<file path="src/core/tvc_pkg.sv">
/*
  tvc_pkg: register map, field positions, reset values, bus and state
  types of the 8-bit compare timer.
  Assumes an AXI4-Lite master with 32-bit data and 8-bit addresses.
*/
package tvc_pkg;

  // register byte offsets, one aligned word each
  localparam logic [7:0] OFS_CNT  = 8'h00;
  localparam logic [7:0] OFS_CORA = 8'h04;
  localparam logic [7:0] OFS_CORB = 8'h08;
  localparam logic [7:0] OFS_CR0  = 8'h0c;
  localparam logic [7:0] OFS_CR1  = 8'h10;
  localparam logic [7:0] OFS_CSR  = 8'h14;

  // register index from address bits 4:2, none for unmapped
  localparam logic [2:0] IDX_CNT  = 3'h0;
  localparam logic [2:0] IDX_CORA = 3'h1;
  localparam logic [2:0] IDX_CORB = 3'h2;
  localparam logic [2:0] IDX_CR0  = 3'h3;
  localparam logic [2:0] IDX_CR1  = 3'h4;
  localparam logic [2:0] IDX_CSR  = 3'h5;
  localparam logic [2:0] IDX_NONE = 3'h7;

  // field positions
  localparam int CR0_CMIEB = 7;
  localparam int CR0_CMIEA = 6;
  localparam int CR0_OVIE  = 5;
  localparam int CR1_TRIGGER_ENABLE  = 2;
  localparam int CR1_ICKS  = 0;
  localparam int CSR_CMFB  = 7;
  localparam int CSR_CMFA  = 6;
  localparam int CSR_OVF   = 5;

  // reset values and masks
  localparam logic [7:0] CNT_RST     = 8'h00;
  localparam logic [7:0] COR_RST     = 8'hff;
  localparam logic [7:0] CR_RST      = 8'h00;
  localparam logic [7:0] CR1_RW_MASK = 8'h1d;
  localparam logic [7:0] CR1_ONES    = 8'he2;
  localparam logic [7:0] CNT_MAX     = 8'hff;

  localparam logic [1:0] RESP_OKAY   = 2'h0;
  localparam logic [1:0] RESP_SLVERR = 2'h2;

  typedef enum logic [1:0] {
    RUN_HALT = 2'b01,
    RUN_GO   = 2'b10
  } tvc_run_t;

  typedef struct packed {
    logic        awvalid;
    logic [7:0]  awaddr;
    logic        wvalid;
    logic [31:0] wdata;
    logic [3:0]  wstrb;
    logic        bready;
    logic        arvalid;
    logic [7:0]  araddr;
    logic        rready;
  } tvc_axil_req_t;

  typedef struct packed {
    logic        awready;
    logic        wready;
    logic        bvalid;
    logic [1:0]  bresp;
    logic        arready;
    logic        rvalid;
    logic [31:0] rdata;
    logic [1:0]  rresp;
  } tvc_axil_rsp_t;

endpackage

</file>
<file path="src/core/tvc_timer.sv">
/*
  tvc_timer: 8-bit up-counter with two compare registers, waveform
  output, trigger start and pin clear, behind an AXI4-Lite slave.
  Assumes pins are asynchronous to sys_clk; the clear pin pulse is
  held long enough to be seen by a two-stage synchroniser.
*/
`timescale 1ns/100ps
module tvc_timer (
  input  logic                   sys_clk,
  input  logic                   rst,
  input  logic                   ce,
  input  tvc_pkg::tvc_axil_req_t bus_in,
  output tvc_pkg::tvc_axil_rsp_t bus_out,
  input  logic                   trigger_pin,
  input  logic                   clear_pin,
  input  logic                   count_clk_pin,
  output logic                   wave_out_pin,
  output logic                   irq_req
);
  import tvc_pkg::*;

  typedef struct packed {
    tvc_axil_rsp_t rsp;
    logic [7:0]    awaddr;
    logic [7:0]    wdata;
    logic          wstrb0;
  } tvc_bus_t;

  typedef struct packed {
    logic [7:0] up_counter;
    logic [7:0] compare_reg_a;
    logic [7:0] compare_reg_b;
    logic [7:0] control_reg_zero;
    logic [7:0] control_reg_one;
    logic [3:0] out_sel;
    logic       overflow_flag;
    logic       match_a_flag;
    logic       match_b_flag;
    logic [7:0] psc;
    logic       src_prev;
    logic [2:0] pin_prev;
    tvc_run_t   run;
    logic       wave;
    logic       irq;
  } tvc_tmr_t;

  tvc_bus_t   b;
  tvc_bus_t   next_b;
  tvc_tmr_t   t;
  tvc_tmr_t   next_t;
  logic [2:0] pin_s1;
  logic [2:0] pin_s2;
  logic [2:0] widx;
  logic [2:0] ridx;
  logic       wr_fire;
  logic       wr_cnt;
  logic       wr_cora;
  logic       wr_corb;
  logic       wr_cr0;
  logic       wr_cr1;
  logic       wr_csr;
  logic       src;
  logic       both;
  logic       tick;
  logic       trg_edge;
  logic       trigger_enable;
  logic       running;
  logic       inc;
  logic       match_a;
  logic       match_b;
  logic       clr;
  logic       ovf_set;
  logic [1:0] ccl;
  logic [2:0] cks;
  logic       act_tog;
  logic       act_one;
  logic       act_zero;
  logic [7:0] rd_val;

  // address decode shared by read and write paths
  function automatic logic [2:0] reg_idx(input logic [7:0] a);
    if (a[7:5] != 3'h0 || a[4:2] > IDX_CSR) begin
      return IDX_NONE;
    end
    return a[4:2];
  endfunction

  // pin synchronisers: stage one feeds stage two only
  always_ff @(posedge sys_clk) begin
    if (rst) begin
      pin_s1 <= 3'h0;
      pin_s2 <= 3'h0;
    end else if (ce) begin
      pin_s1 <= {count_clk_pin, clear_pin, trigger_pin};
      pin_s2 <= pin_s1;
    end
  end

  // write commit cycle: both halves held, no response pending
  assign wr_fire = ~b.rsp.awready & ~b.rsp.wready & ~b.rsp.bvalid;
  assign widx    = reg_idx(b.awaddr);
  assign ridx    = reg_idx(bus_in.araddr);
  assign wr_cnt  = wr_fire & b.wstrb0 & (widx == IDX_CNT);
  assign wr_cora = wr_fire & b.wstrb0 & (widx == IDX_CORA);
  assign wr_corb = wr_fire & b.wstrb0 & (widx == IDX_CORB);
  assign wr_cr0  = wr_fire & b.wstrb0 & (widx == IDX_CR0);
  assign wr_cr1  = wr_fire & b.wstrb0 & (widx == IDX_CR1);
  assign wr_csr  = wr_fire & b.wstrb0 & (widx == IDX_CSR);

  // read mux, reserved bits of control_reg_one read as one
  always_comb begin
    case (ridx)
      IDX_CNT:  rd_val = t.up_counter;
      IDX_CORA: rd_val = t.compare_reg_a;
      IDX_CORB: rd_val = t.compare_reg_b;
      IDX_CR0:  rd_val = t.control_reg_zero;
      IDX_CR1:  rd_val = t.control_reg_one | CR1_ONES;
      IDX_CSR:  rd_val = {t.match_b_flag, t.match_a_flag, t.overflow_flag, 1'b0, t.out_sel};
      default:  rd_val = 8'h00;
    endcase
  end

  // axi4-lite slave: aw and w latched independently
  always_comb begin
    next_b = b;
    if (b.rsp.awready && bus_in.awvalid) begin
      next_b.rsp.awready = 1'b0;
      next_b.awaddr      = bus_in.awaddr;
    end
    if (b.rsp.wready && bus_in.wvalid) begin
      next_b.rsp.wready = 1'b0;
      next_b.wdata      = bus_in.wdata[7:0];
      next_b.wstrb0     = bus_in.wstrb[0];
    end
    if (b.rsp.bvalid && bus_in.bready) begin
      next_b.rsp.bvalid = 1'b0;
    end
    if (wr_fire) begin
      next_b.rsp.awready = 1'b1;
      next_b.rsp.wready  = 1'b1;
      next_b.rsp.bvalid  = 1'b1;
      next_b.rsp.bresp   = (widx == IDX_NONE) ? RESP_SLVERR : RESP_OKAY;
    end
    if (b.rsp.rvalid && bus_in.rready) begin
      next_b.rsp.rvalid  = 1'b0;
      next_b.rsp.arready = 1'b1;
    end
    if (b.rsp.arready && bus_in.arvalid) begin
      next_b.rsp.arready = 1'b0;
      next_b.rsp.rvalid  = 1'b1;
      next_b.rsp.rdata   = {24'h000000, rd_val};
      next_b.rsp.rresp   = (ridx == IDX_NONE) ? RESP_SLVERR : RESP_OKAY;
    end
  end

  // count source: one level muxed from taps and the pin
  always_comb begin
    cks  = t.control_reg_zero[2:0];
    both = (cks == 3'b111);
    src  = 1'b0;
    if (cks[2]) begin
      case (cks[1:0])
        2'b01:   src = ~pin_s2[2];
        2'b10:   src = pin_s2[2];
        default: src = 1'b0;
      endcase
    end else if (cks != 3'b000) begin
      src = t.psc[{cks[1:0], t.control_reg_one[CR1_ICKS]}];
    end
  end

  // any high-to-low step of the muxed level counts, a select change too; select 111 counts both pin edges instead
  assign tick = both ? (pin_s2[2] ^ t.pin_prev[2]) : (t.src_prev & ~src);

  // trigger edge decode
  always_comb begin
    case (t.control_reg_one[4:3])
      2'b01:   trg_edge = pin_s2[0] & ~t.pin_prev[0];
      2'b10:   trg_edge = ~pin_s2[0] & t.pin_prev[0];
      2'b11:   trg_edge = pin_s2[0] ^ t.pin_prev[0];
      default: trg_edge = 1'b0;
    endcase
  end

  assign trigger_enable    = t.control_reg_one[CR1_TRIGGER_ENABLE];
  assign running = ~trigger_enable | (t.run == RUN_GO);
  assign inc     = tick & running;
  assign ccl     = t.control_reg_zero[4:3];
  // match is dropped when its own compare register is being written
  assign match_a = inc & (t.up_counter == t.compare_reg_a) & ~wr_cora;
  assign match_b = inc & (t.up_counter == t.compare_reg_b) & ~wr_corb;
  assign clr     = ((ccl == 2'b01) & match_a)
                 | ((ccl == 2'b10) & match_b)
                 | ((ccl == 2'b11) & pin_s2[1] & ~t.pin_prev[1]);
  assign ovf_set = inc & (t.up_counter == CNT_MAX) & ~clr & ~wr_cnt;

  // output actions of both matches merged by priority
  assign act_tog  = (match_a & (t.out_sel[1:0] == 2'b11)) | (match_b & (t.out_sel[3:2] == 2'b11));
  assign act_one  = (match_a & (t.out_sel[1:0] == 2'b10)) | (match_b & (t.out_sel[3:2] == 2'b10));
  assign act_zero = (match_a & (t.out_sel[1:0] == 2'b01)) | (match_b & (t.out_sel[3:2] == 2'b01));

  // timer next state
  always_comb begin
    next_t          = t;
    next_t.psc      = t.psc + 8'h01;
    next_t.src_prev = src;
    next_t.pin_prev = pin_s2;
    // clear first, then a write, then the count
    if (clr) begin
      next_t.up_counter = CNT_RST;
    end else if (wr_cnt) begin
      next_t.up_counter = b.wdata;
    end else if (inc) begin
      next_t.up_counter = t.up_counter + 8'h01;
    end
    if (wr_cora) begin
      next_t.compare_reg_a = b.wdata;
    end
    if (wr_corb) begin
      next_t.compare_reg_b = b.wdata;
    end
    if (wr_cr0) begin
      next_t.control_reg_zero = b.wdata;
    end
    if (wr_cr1) begin
      next_t.control_reg_one = b.wdata & CR1_RW_MASK;
    end
    // flags clear on written zero; a set in the same cycle wins
    if (wr_csr) begin
      next_t.out_sel       = b.wdata[3:0];
      next_t.overflow_flag = t.overflow_flag & b.wdata[CSR_OVF];
      next_t.match_a_flag  = t.match_a_flag & b.wdata[CSR_CMFA];
      next_t.match_b_flag  = t.match_b_flag & b.wdata[CSR_CMFB];
    end
    next_t.overflow_flag = next_t.overflow_flag | ovf_set;
    next_t.match_a_flag  = next_t.match_a_flag | match_a;
    next_t.match_b_flag  = next_t.match_b_flag | match_b;
    // trigger mode: a clear parks the counter, an edge restarts it
    case (t.run)
      RUN_HALT: begin
        if (trg_edge) begin
          next_t.run = RUN_GO;
        end
      end
      RUN_GO: begin
        if (trigger_enable && clr) begin
          next_t.run = RUN_HALT;
        end
      end
      default: next_t.run = RUN_HALT;
    endcase
    if (act_tog) begin
      next_t.wave = ~t.wave;
    end else if (act_one) begin
      next_t.wave = 1'b1;
    end else if (act_zero) begin
      next_t.wave = 1'b0;
    end
    next_t.irq = (next_t.overflow_flag & next_t.control_reg_zero[CR0_OVIE])
               | (next_t.match_a_flag & next_t.control_reg_zero[CR0_CMIEA])
               | (next_t.match_b_flag & next_t.control_reg_zero[CR0_CMIEB]);
  end

  // state registers, frozen while ce is low
  always_ff @(posedge sys_clk) begin
    if (rst) begin
      b.rsp.awready      <= 1'b1;
      b.rsp.wready       <= 1'b1;
      b.rsp.bvalid       <= 1'b0;
      b.rsp.bresp        <= RESP_OKAY;
      b.rsp.arready      <= 1'b1;
      b.rsp.rvalid       <= 1'b0;
      b.rsp.rdata        <= 32'h00000000;
      b.rsp.rresp        <= RESP_OKAY;
      b.awaddr           <= 8'h00;
      b.wdata            <= 8'h00;
      b.wstrb0           <= 1'b0;
      t.up_counter       <= CNT_RST;
      t.compare_reg_a    <= COR_RST;
      t.compare_reg_b    <= COR_RST;
      t.control_reg_zero <= CR_RST;
      t.control_reg_one  <= CR_RST;
      t.out_sel          <= 4'h0;
      t.overflow_flag    <= 1'b0;
      t.match_a_flag     <= 1'b0;
      t.match_b_flag     <= 1'b0;
      t.psc              <= 8'h00;
      t.src_prev         <= 1'b0;
      t.pin_prev         <= 3'h0;
      t.run              <= RUN_HALT;
      t.wave             <= 1'b0;
      t.irq              <= 1'b0;
    end else if (ce) begin
      b <= next_b;
      t <= next_t;
    end
  end

  assign bus_out      = b.rsp;
  assign wave_out_pin = t.wave;
  assign irq_req      = t.irq;
endmodule

</file>
<file path="config.mk">
export PLATFORM = sky130hd
export DESIGN_NAME = tvc_timer
export DESIGN_NICKNAME = d
export VERILOG_FILES = /design/src/core/tvc_pkg.sv /design/src/core/tvc_timer.sv
export SDC_FILE = /design/constraint.sdc
export NUM_CORES = 1
export LEC_CHECK = 0
export BUFFER_PORTS_ARGS = -buffer_cell sky130_fd_sc_hd__buf_2
export CAP_MARGIN = 10
export CORE_MARGIN = 2
export CORE_UTILIZATION = 45
export CTS_CLUSTER_SIZE = 20
export DETAILED_ROUTE_END_ITERATION = 16
export GPL_TIMING_DRIVEN = 0
export PLACE_DENSITY_LB_ADDON = 0.25
export SLEW_MARGIN = 25
export SYNTH_ARGS = -nofsm -noshare
export SYNTH_HDL_FRONTEND = slang
export SYNTH_SLANG_ARGS = --single-unit
export TNS_END_PERCENT = 10
</file>
<file path="constraint.sdc">
create_clock -name sys_clk -period 2.35 [get_ports sys_clk]
set_input_delay 0.1175 -clock sys_clk [delete_from_list [all_inputs] [get_ports sys_clk]]
set_output_delay 0.1175 -clock sys_clk [all_outputs]
set_load 0.1 [all_outputs]
</file>
After elaboration in Yosys (flattened, before gate mapping)
Cells that the tools add are included.
- $add $sub $neg: 2
- $lt $le $gt $ge: 3
- equality and inequality tests: 34
- multiplexer cells: 33
- bitwise logic cells: 63
- reduce and logical (&&, ||, !) cells: 35
- operators by type and width (operator ; number):
    8-bit one-hot mux with 6 select lines ; 1
    1-bit bitwise AND ; 36
    36-bit 2-to-1 mux ; 1
    8-bit 2-to-1 mux ; 4
    2-bit AND reduction ; 15
    3-bit equality test (second input constant) ; 7
    2-bit equality test (second input constant) ; 10
    8-bit by 1-bit adder with 8-bit output (second input constant) ; 2
    8-bit equality test ; 2
    3-bit 2-to-1 mux ; 5
    3-bit nonzero test ; 5
    1-bit NOT ; 14
    2-bit by 1-bit equality test with 1-bit output (second input constant) ; 6
    3-bit by 2-bit equality test with 1-bit output (second input constant) ; 4
    1-bit 2-to-1 mux ; 12
    1-bit bitwise OR ; 11
    2-bit 2-to-1 mux ; 5
    8-bit equality test (second input constant) ; 1
    2-bit nonzero test ; 4
    3-bit by 1-bit equality test with 1-bit output (second input constant) ; 2
    3-bit > comparator (second input constant) ; 2
    1-bit logical AND ; 6
    3-bit logical NOT ; 2
    5-bit 2-to-1 mux ; 1
    other kinds (10) ; 12
- register bits after elaboration: 99
- output and inout port bits: 43
- logic and storage cells: 199

Longest topological paths before layout
- word-level depth: 20
- depth in mapped cells: 8
- depth with buffers taken out: 8

Worst setup path before layout
No wires, ideal clock.
- path kind: flip-flop to flip-flop
- from: register t, in the netlist cks[1]
- to: register t[58] (netlist bit)
- arrival time: 1829 ps
- data required time: 2233 ps
- path slack: 404 ps
- cell stages (with the launch flop): 8
- path buffers: 0
- clock period less this slack: 1946 ps
- path through: dfxtp_1 -> nand2_1 -> or3_1 -> a22o_1 -> or2_1 -> a21o_1 -> nor2b_4 -> a22o_1
- longest elaborated chain between the ends: 15
- ends and longest elaborated chain (element ; line ; RTL):
    from (decl) ; tvc_timer.sv:49 ; tvc_tmr_t t;
    from (signal assigned) ; tvc_timer.sv:295 ; t <= next_t;
    1-bit binary-select mux with 3-bit select ; tvc_timer.sv:168 ; src = t.psc[{cks[1:0], t.control_reg_one[CR1_ICKS]}];
    1-bit 2-to-1 mux (not written as such) ; tvc_timer.sv:168 ;
    1-bit 2-to-1 mux ; tvc_timer.sv:167 ; end else if (cks != 3'b000) begin
    1-bit 2-to-1 mux ; tvc_timer.sv:161 ; if (cks[2]) begin
    1-bit NOT ; tvc_timer.sv:173 ; assign tick = both ? (pin_s2[2] ^ t.pin_prev[2]) : (t.src_prev & ~src);
    1-bit bitwise AND ; tvc_timer.sv:173 ;
    1-bit 2-to-1 mux * ; tvc_timer.sv:173 ;
    1-bit bitwise AND * ; tvc_timer.sv:187 ; assign inc = tick & running;
    1-bit bitwise AND, on equally long branches (2 in a row) ; tvc_timer.sv:190, tvc_timer.sv:191 ;
    1-bit bitwise AND, on equally long branches ; tvc_timer.sv:192, tvc_timer.sv:193 ;
    1-bit bitwise OR ; tvc_timer.sv:193 ; | ((ccl == 2'b10) & match_b)
    1-bit bitwise OR ; tvc_timer.sv:194 ; | ((ccl == 2'b11) & pin_s2[1] & ~t.pin_prev[1]);
    3-bit nonzero test (no source line) ; - ;
    2-bit AND reduction (no source line) ; - ;
Every way passes the cells marked *; elsewhere a longest branch is shown, timed or not. The select of a mux whose other input is x is not followed.
A chain may end at the register's enable or synchronous reset.

Final worst setup path
- from: register t, in the netlist cks[2]
- to: register t, in the netlist irq_req
- longest elaborated chain between the ends: 19
- ends and longest elaborated chain (element ; line ; RTL):
    3-bit nonzero test ; tvc_timer.sv:167 ;
    1-bit 2-to-1 mux ; tvc_timer.sv:167 ;
    1-bit 2-to-1 mux ; tvc_timer.sv:161 ;
    1-bit NOT ; tvc_timer.sv:173 ;
    1-bit bitwise AND ; tvc_timer.sv:173 ;
    1-bit 2-to-1 mux * ; tvc_timer.sv:173 ;
    1-bit bitwise AND * ; tvc_timer.sv:187 ;
    1-bit bitwise AND, on equally long branches (2 in a row) ; tvc_timer.sv:190, tvc_timer.sv:191 ;
    1-bit bitwise AND, on equally long branches ; tvc_timer.sv:192, tvc_timer.sv:193 ;
    1-bit bitwise OR ; tvc_timer.sv:193 ;
    1-bit bitwise OR ; tvc_timer.sv:194 ;
    1-bit NOT ; tvc_timer.sv:195 ; assign ovf_set = inc & (t.up_counter == CNT_MAX) & ~clr & ~wr_cnt;
    1-bit bitwise AND (2 in a row) ; tvc_timer.sv:195 ;
    1-bit bitwise OR ; tvc_timer.sv:235 ; next_t.overflow_flag = next_t.overflow_flag | ovf_set;
    1-bit bitwise AND ; tvc_timer.sv:259 ; next_t.irq = (next_t.overflow_flag & next_t.control_reg_zero[CR0_OVIE])
    1-bit bitwise OR ; tvc_timer.sv:260 ; | (next_t.match_a_flag & next_t.control_reg_zero[CR0_CMIEA])
    1-bit bitwise OR * ; tvc_timer.sv:261 ; | (next_t.match_b_flag & next_t.control_reg_zero[CR0_CMIEB]);
Every way passes the cells marked *; elsewhere a longest branch is shown, timed or not.

==> metrics <==
outcome finished clean; CTS Buf Count 9; Final Hold Slack 0.007711 ns; fraction of layout cells with a size suffix above 1 18.41%; Synth Instances 623; PD cells 654.8 nW/um2; syn avg cell area 8.150 um2; clk_skew 0.007373 ns; worst setup path endpoint irq_req; EDFF count, synth 0; most common cell after layout, fill and taps aside dfxtp_1; Core Region 10940 um2; first drt pass iteration count 5; Post-CTS Hold Buffers 0; max-slew violations 0; Synth async-reset ratio 0%; commonest cells after routing, fill and taps aside dfxtp_1 (91), nand2_1 (79), nor2_1 (62); pin count of the biggest net entering global routing 15; vias in the first global route 4444; Die X 110.2 um; post-placement cell count 832; #FFs+latches synth 95; final wirelength 14570 um; Startpoint Class flop; worst-skew pair later-pin latency 0.34 ns; Ports 106; # Max-Cap Violations 0; placed wire-length estimate 10440 um; RR Endpoint irq_req; predominant post-synthesis flop cell dfxtp_1; drt drc 0; Netlist cell types 59; Tot Pwr 3925 uW; CP required 2.64 ns; clock root buffer clkbuf_16; reg2reg start cks[2]; Max clock buf depth 2; Slew HR 45.75%; fmax 438.1 MHz; initial drt markers 327; P_leak 0.002440 uW; Worst-path clk slew 0.06 ns; critical path arrival 2.57 ns; Non-Filler Instances 846; maximum VDD drop 0.0003311 V; Total Routing Usage GR 25.12%; routed len/inst 17.22 um; sequential area share after synthesis 37.46%; Slew @ Worst Pin 0.8137 ns; clock sink total 95; Initial Util 46.43%; site row count 38; final setup fails 0; Final min period 2.282 ns; Syn. warnings 0; diode count 0; Die ar. 12150 um2; Final Hold Fails 0; Vias/cell 5.569; antenna-violating nets left 0; area delta synth->final 18.06%; Critical Path Fanout Max 5; class of the worst hold path input pin to flop; Port Buf Inserts 44; Remaining Overflow, GRT 0; first-pass GRT wire length 23030 um; Setup crit end kind flop; Routability Congestion 0.9547; setup slack, reg-to-reg 0.07 ns; Tcrit/Tclk final 97.13%; Hold Crit Start bus_in[51]; TritonCTS clock tree built; initial antenna violation count 0; vias 4711; H-tree depth 3; Cell Area, Synth 5077 um2; RSZ-0062 raised after global routing yes; Critical path origin cks[2]; Setup CP Type flop to flop; Nets 768; reg2reg path depth 7; Die Y-Extent 110.2 um
## cells in the mapped netlist, types with 3 or more instances
cell | n | area (um2)
dfxtp_1 | 95 | 1902
nand2_1 | 79 | 296.5
nor2_1 | 63 | 236.5
a21oi_1 | 44 | 220.2
buf_4 | 41 | 307.8
mux2i_1 | 41 | 410.4
clkbuf_1 | 29 | 108.9
o21ai_0 | 23 | 115.1
xor2_1 | 22 | 192.7
inv_1 | 19 | 71.32
nand3_1 | 19 | 95.09
a211o_1 | 12 | 105.1
and3_1 | 9 | 56.30
nand3b_1 | 9 | 67.56
nand4_1 | 9 | 56.30
nor3_1 | 9 | 45.04
o211ai_1 | 8 | 60.06
buf_1 | 5 | 18.77
nor2b_1 | 5 | 31.28
nor4_1 | 5 | 31.28
o2111ai_1 | 5 | 43.79
a22o_1 | 4 | 35.03
and2_1 | 4 | 25.02
buf_2 | 4 | 20.02
ha_1 | 4 | 50.05
o32ai_1 | 4 | 35.03
a211oi_1 | 3 | 22.52
a311oi_1 | 3 | 26.28
a31oi_1 | 3 | 18.77
a32oi_1 | 3 | 26.28
nand2b_1 | 3 | 18.77
or3_1 | 3 | 18.77
xnor2_1 | 3 | 26.28
## through the flow
| step | TNS, ns | util (%) | area, um2 | setup slack (ns) |
|---|---|---|---|---|
| after global routing | -0.01554 | 54.82 | 5995 | -0.01029 |
| final | 0 | 54.82 | 5995 | 0.06751 |
| after floorplan | 0 | - | 5171 | 0.4039 |
| after detailed placement | -0.2225 | 50.92 | 5568 | -0.1600 |
| after CTS | 0 | 54.12 | 5918 | 0.02623 |
| after global placement | -0.05767 | 50.90 | 5567 | -0.05767 |
## routing by layer
metal / part of all wire, % / up-vias / global-route usage (%)
li1: - / 2272 / -
met1: 43 / 2204 / 33.15
met2: 47 / 207 / 41.59
met3: 6.8 / 28 / 3.057
met4: 2.6 / 0 / 10.45
met5: 0 / - / 0
## sequential cells by signal, indices dropped and copies added, names as in the netlist
name,flops
ccl,2
cks,3
pin_s1,3
irq_req,1
bus_out,15
wave_out_pin,1
b,15
pin_s2,3
t,52
## area by class of cell
class                   count  area, um2
plain buffers              74      437.9
clock buffers              13      250.2
clock inverters             3      90.09
fillers                  1072       4941
inverters                  19      71.32
multi-input cells         455       2820
flip-flops and latches     95       1907
well taps                 140      175.2
repair buffers             47      242.7
## power by group
part / internal [uW] / total, uW / switching [uW]
Combinational: 139 / 548 / 409
Sequential: 1640 / 1690 / 46.8
Clock: 1070 / 1690 / 614
## timing repair
| item | in CTS | in global routing |
|---|---|---|
| setup buffers | 0 | 3 |
| pin swaps | 0 | 1 |
| endpoints found under the hold margin | 0 | 0 |
| gates resized for setup | 2 | 16 |
| endpoints found under the setup margin | 5 | 21 |
| cloned | 0 | 0 |
## logic make-up after synthesis
| kind of cell | count (synthesis) | share of synthesized area (%) |
|---|---|---|
| multiplexers | 43 | 8.526 |
| AO/OA/AOI/OAI | 128 | 16.49 |
| flip-flops | 95 | 37.46 |
| AND/OR/NAND/NOR | 229 | 21.78 |
| buffers and inverters | 98 | 10.37 |
| adder cells (fa/ha/maj) | 4 | 0.9857 |
| other | 1 | 0.07386 |
| XOR/XNOR | 25 | 4.312 |
## how the worst min path moves through the flow
stage          slack [ns]    end  cells past startpoint
2_1_floorplan        0.25   b[0]                      2
3_3_place_gp         0.35  b[14]                      3
3_5_place_dp         0.36  b[12]                      3
4_1_cts             0.002  b[12]                      3
5_1_grt              0.02   b[3]                      3
6_report            0.008  b[12]                      3
## worst max-delay path, stage by stage (launching register included)
cell and delay, ns:
dfxtp_1 0.43, inv_1 0.11, or3_1 0.39, a22o_1 0.33, or2_1 0.29, o31ai_1 0.39, and3_1 0.22, a211o_1 0.09
No activity file was read; power rests on OpenSTA's default activity.
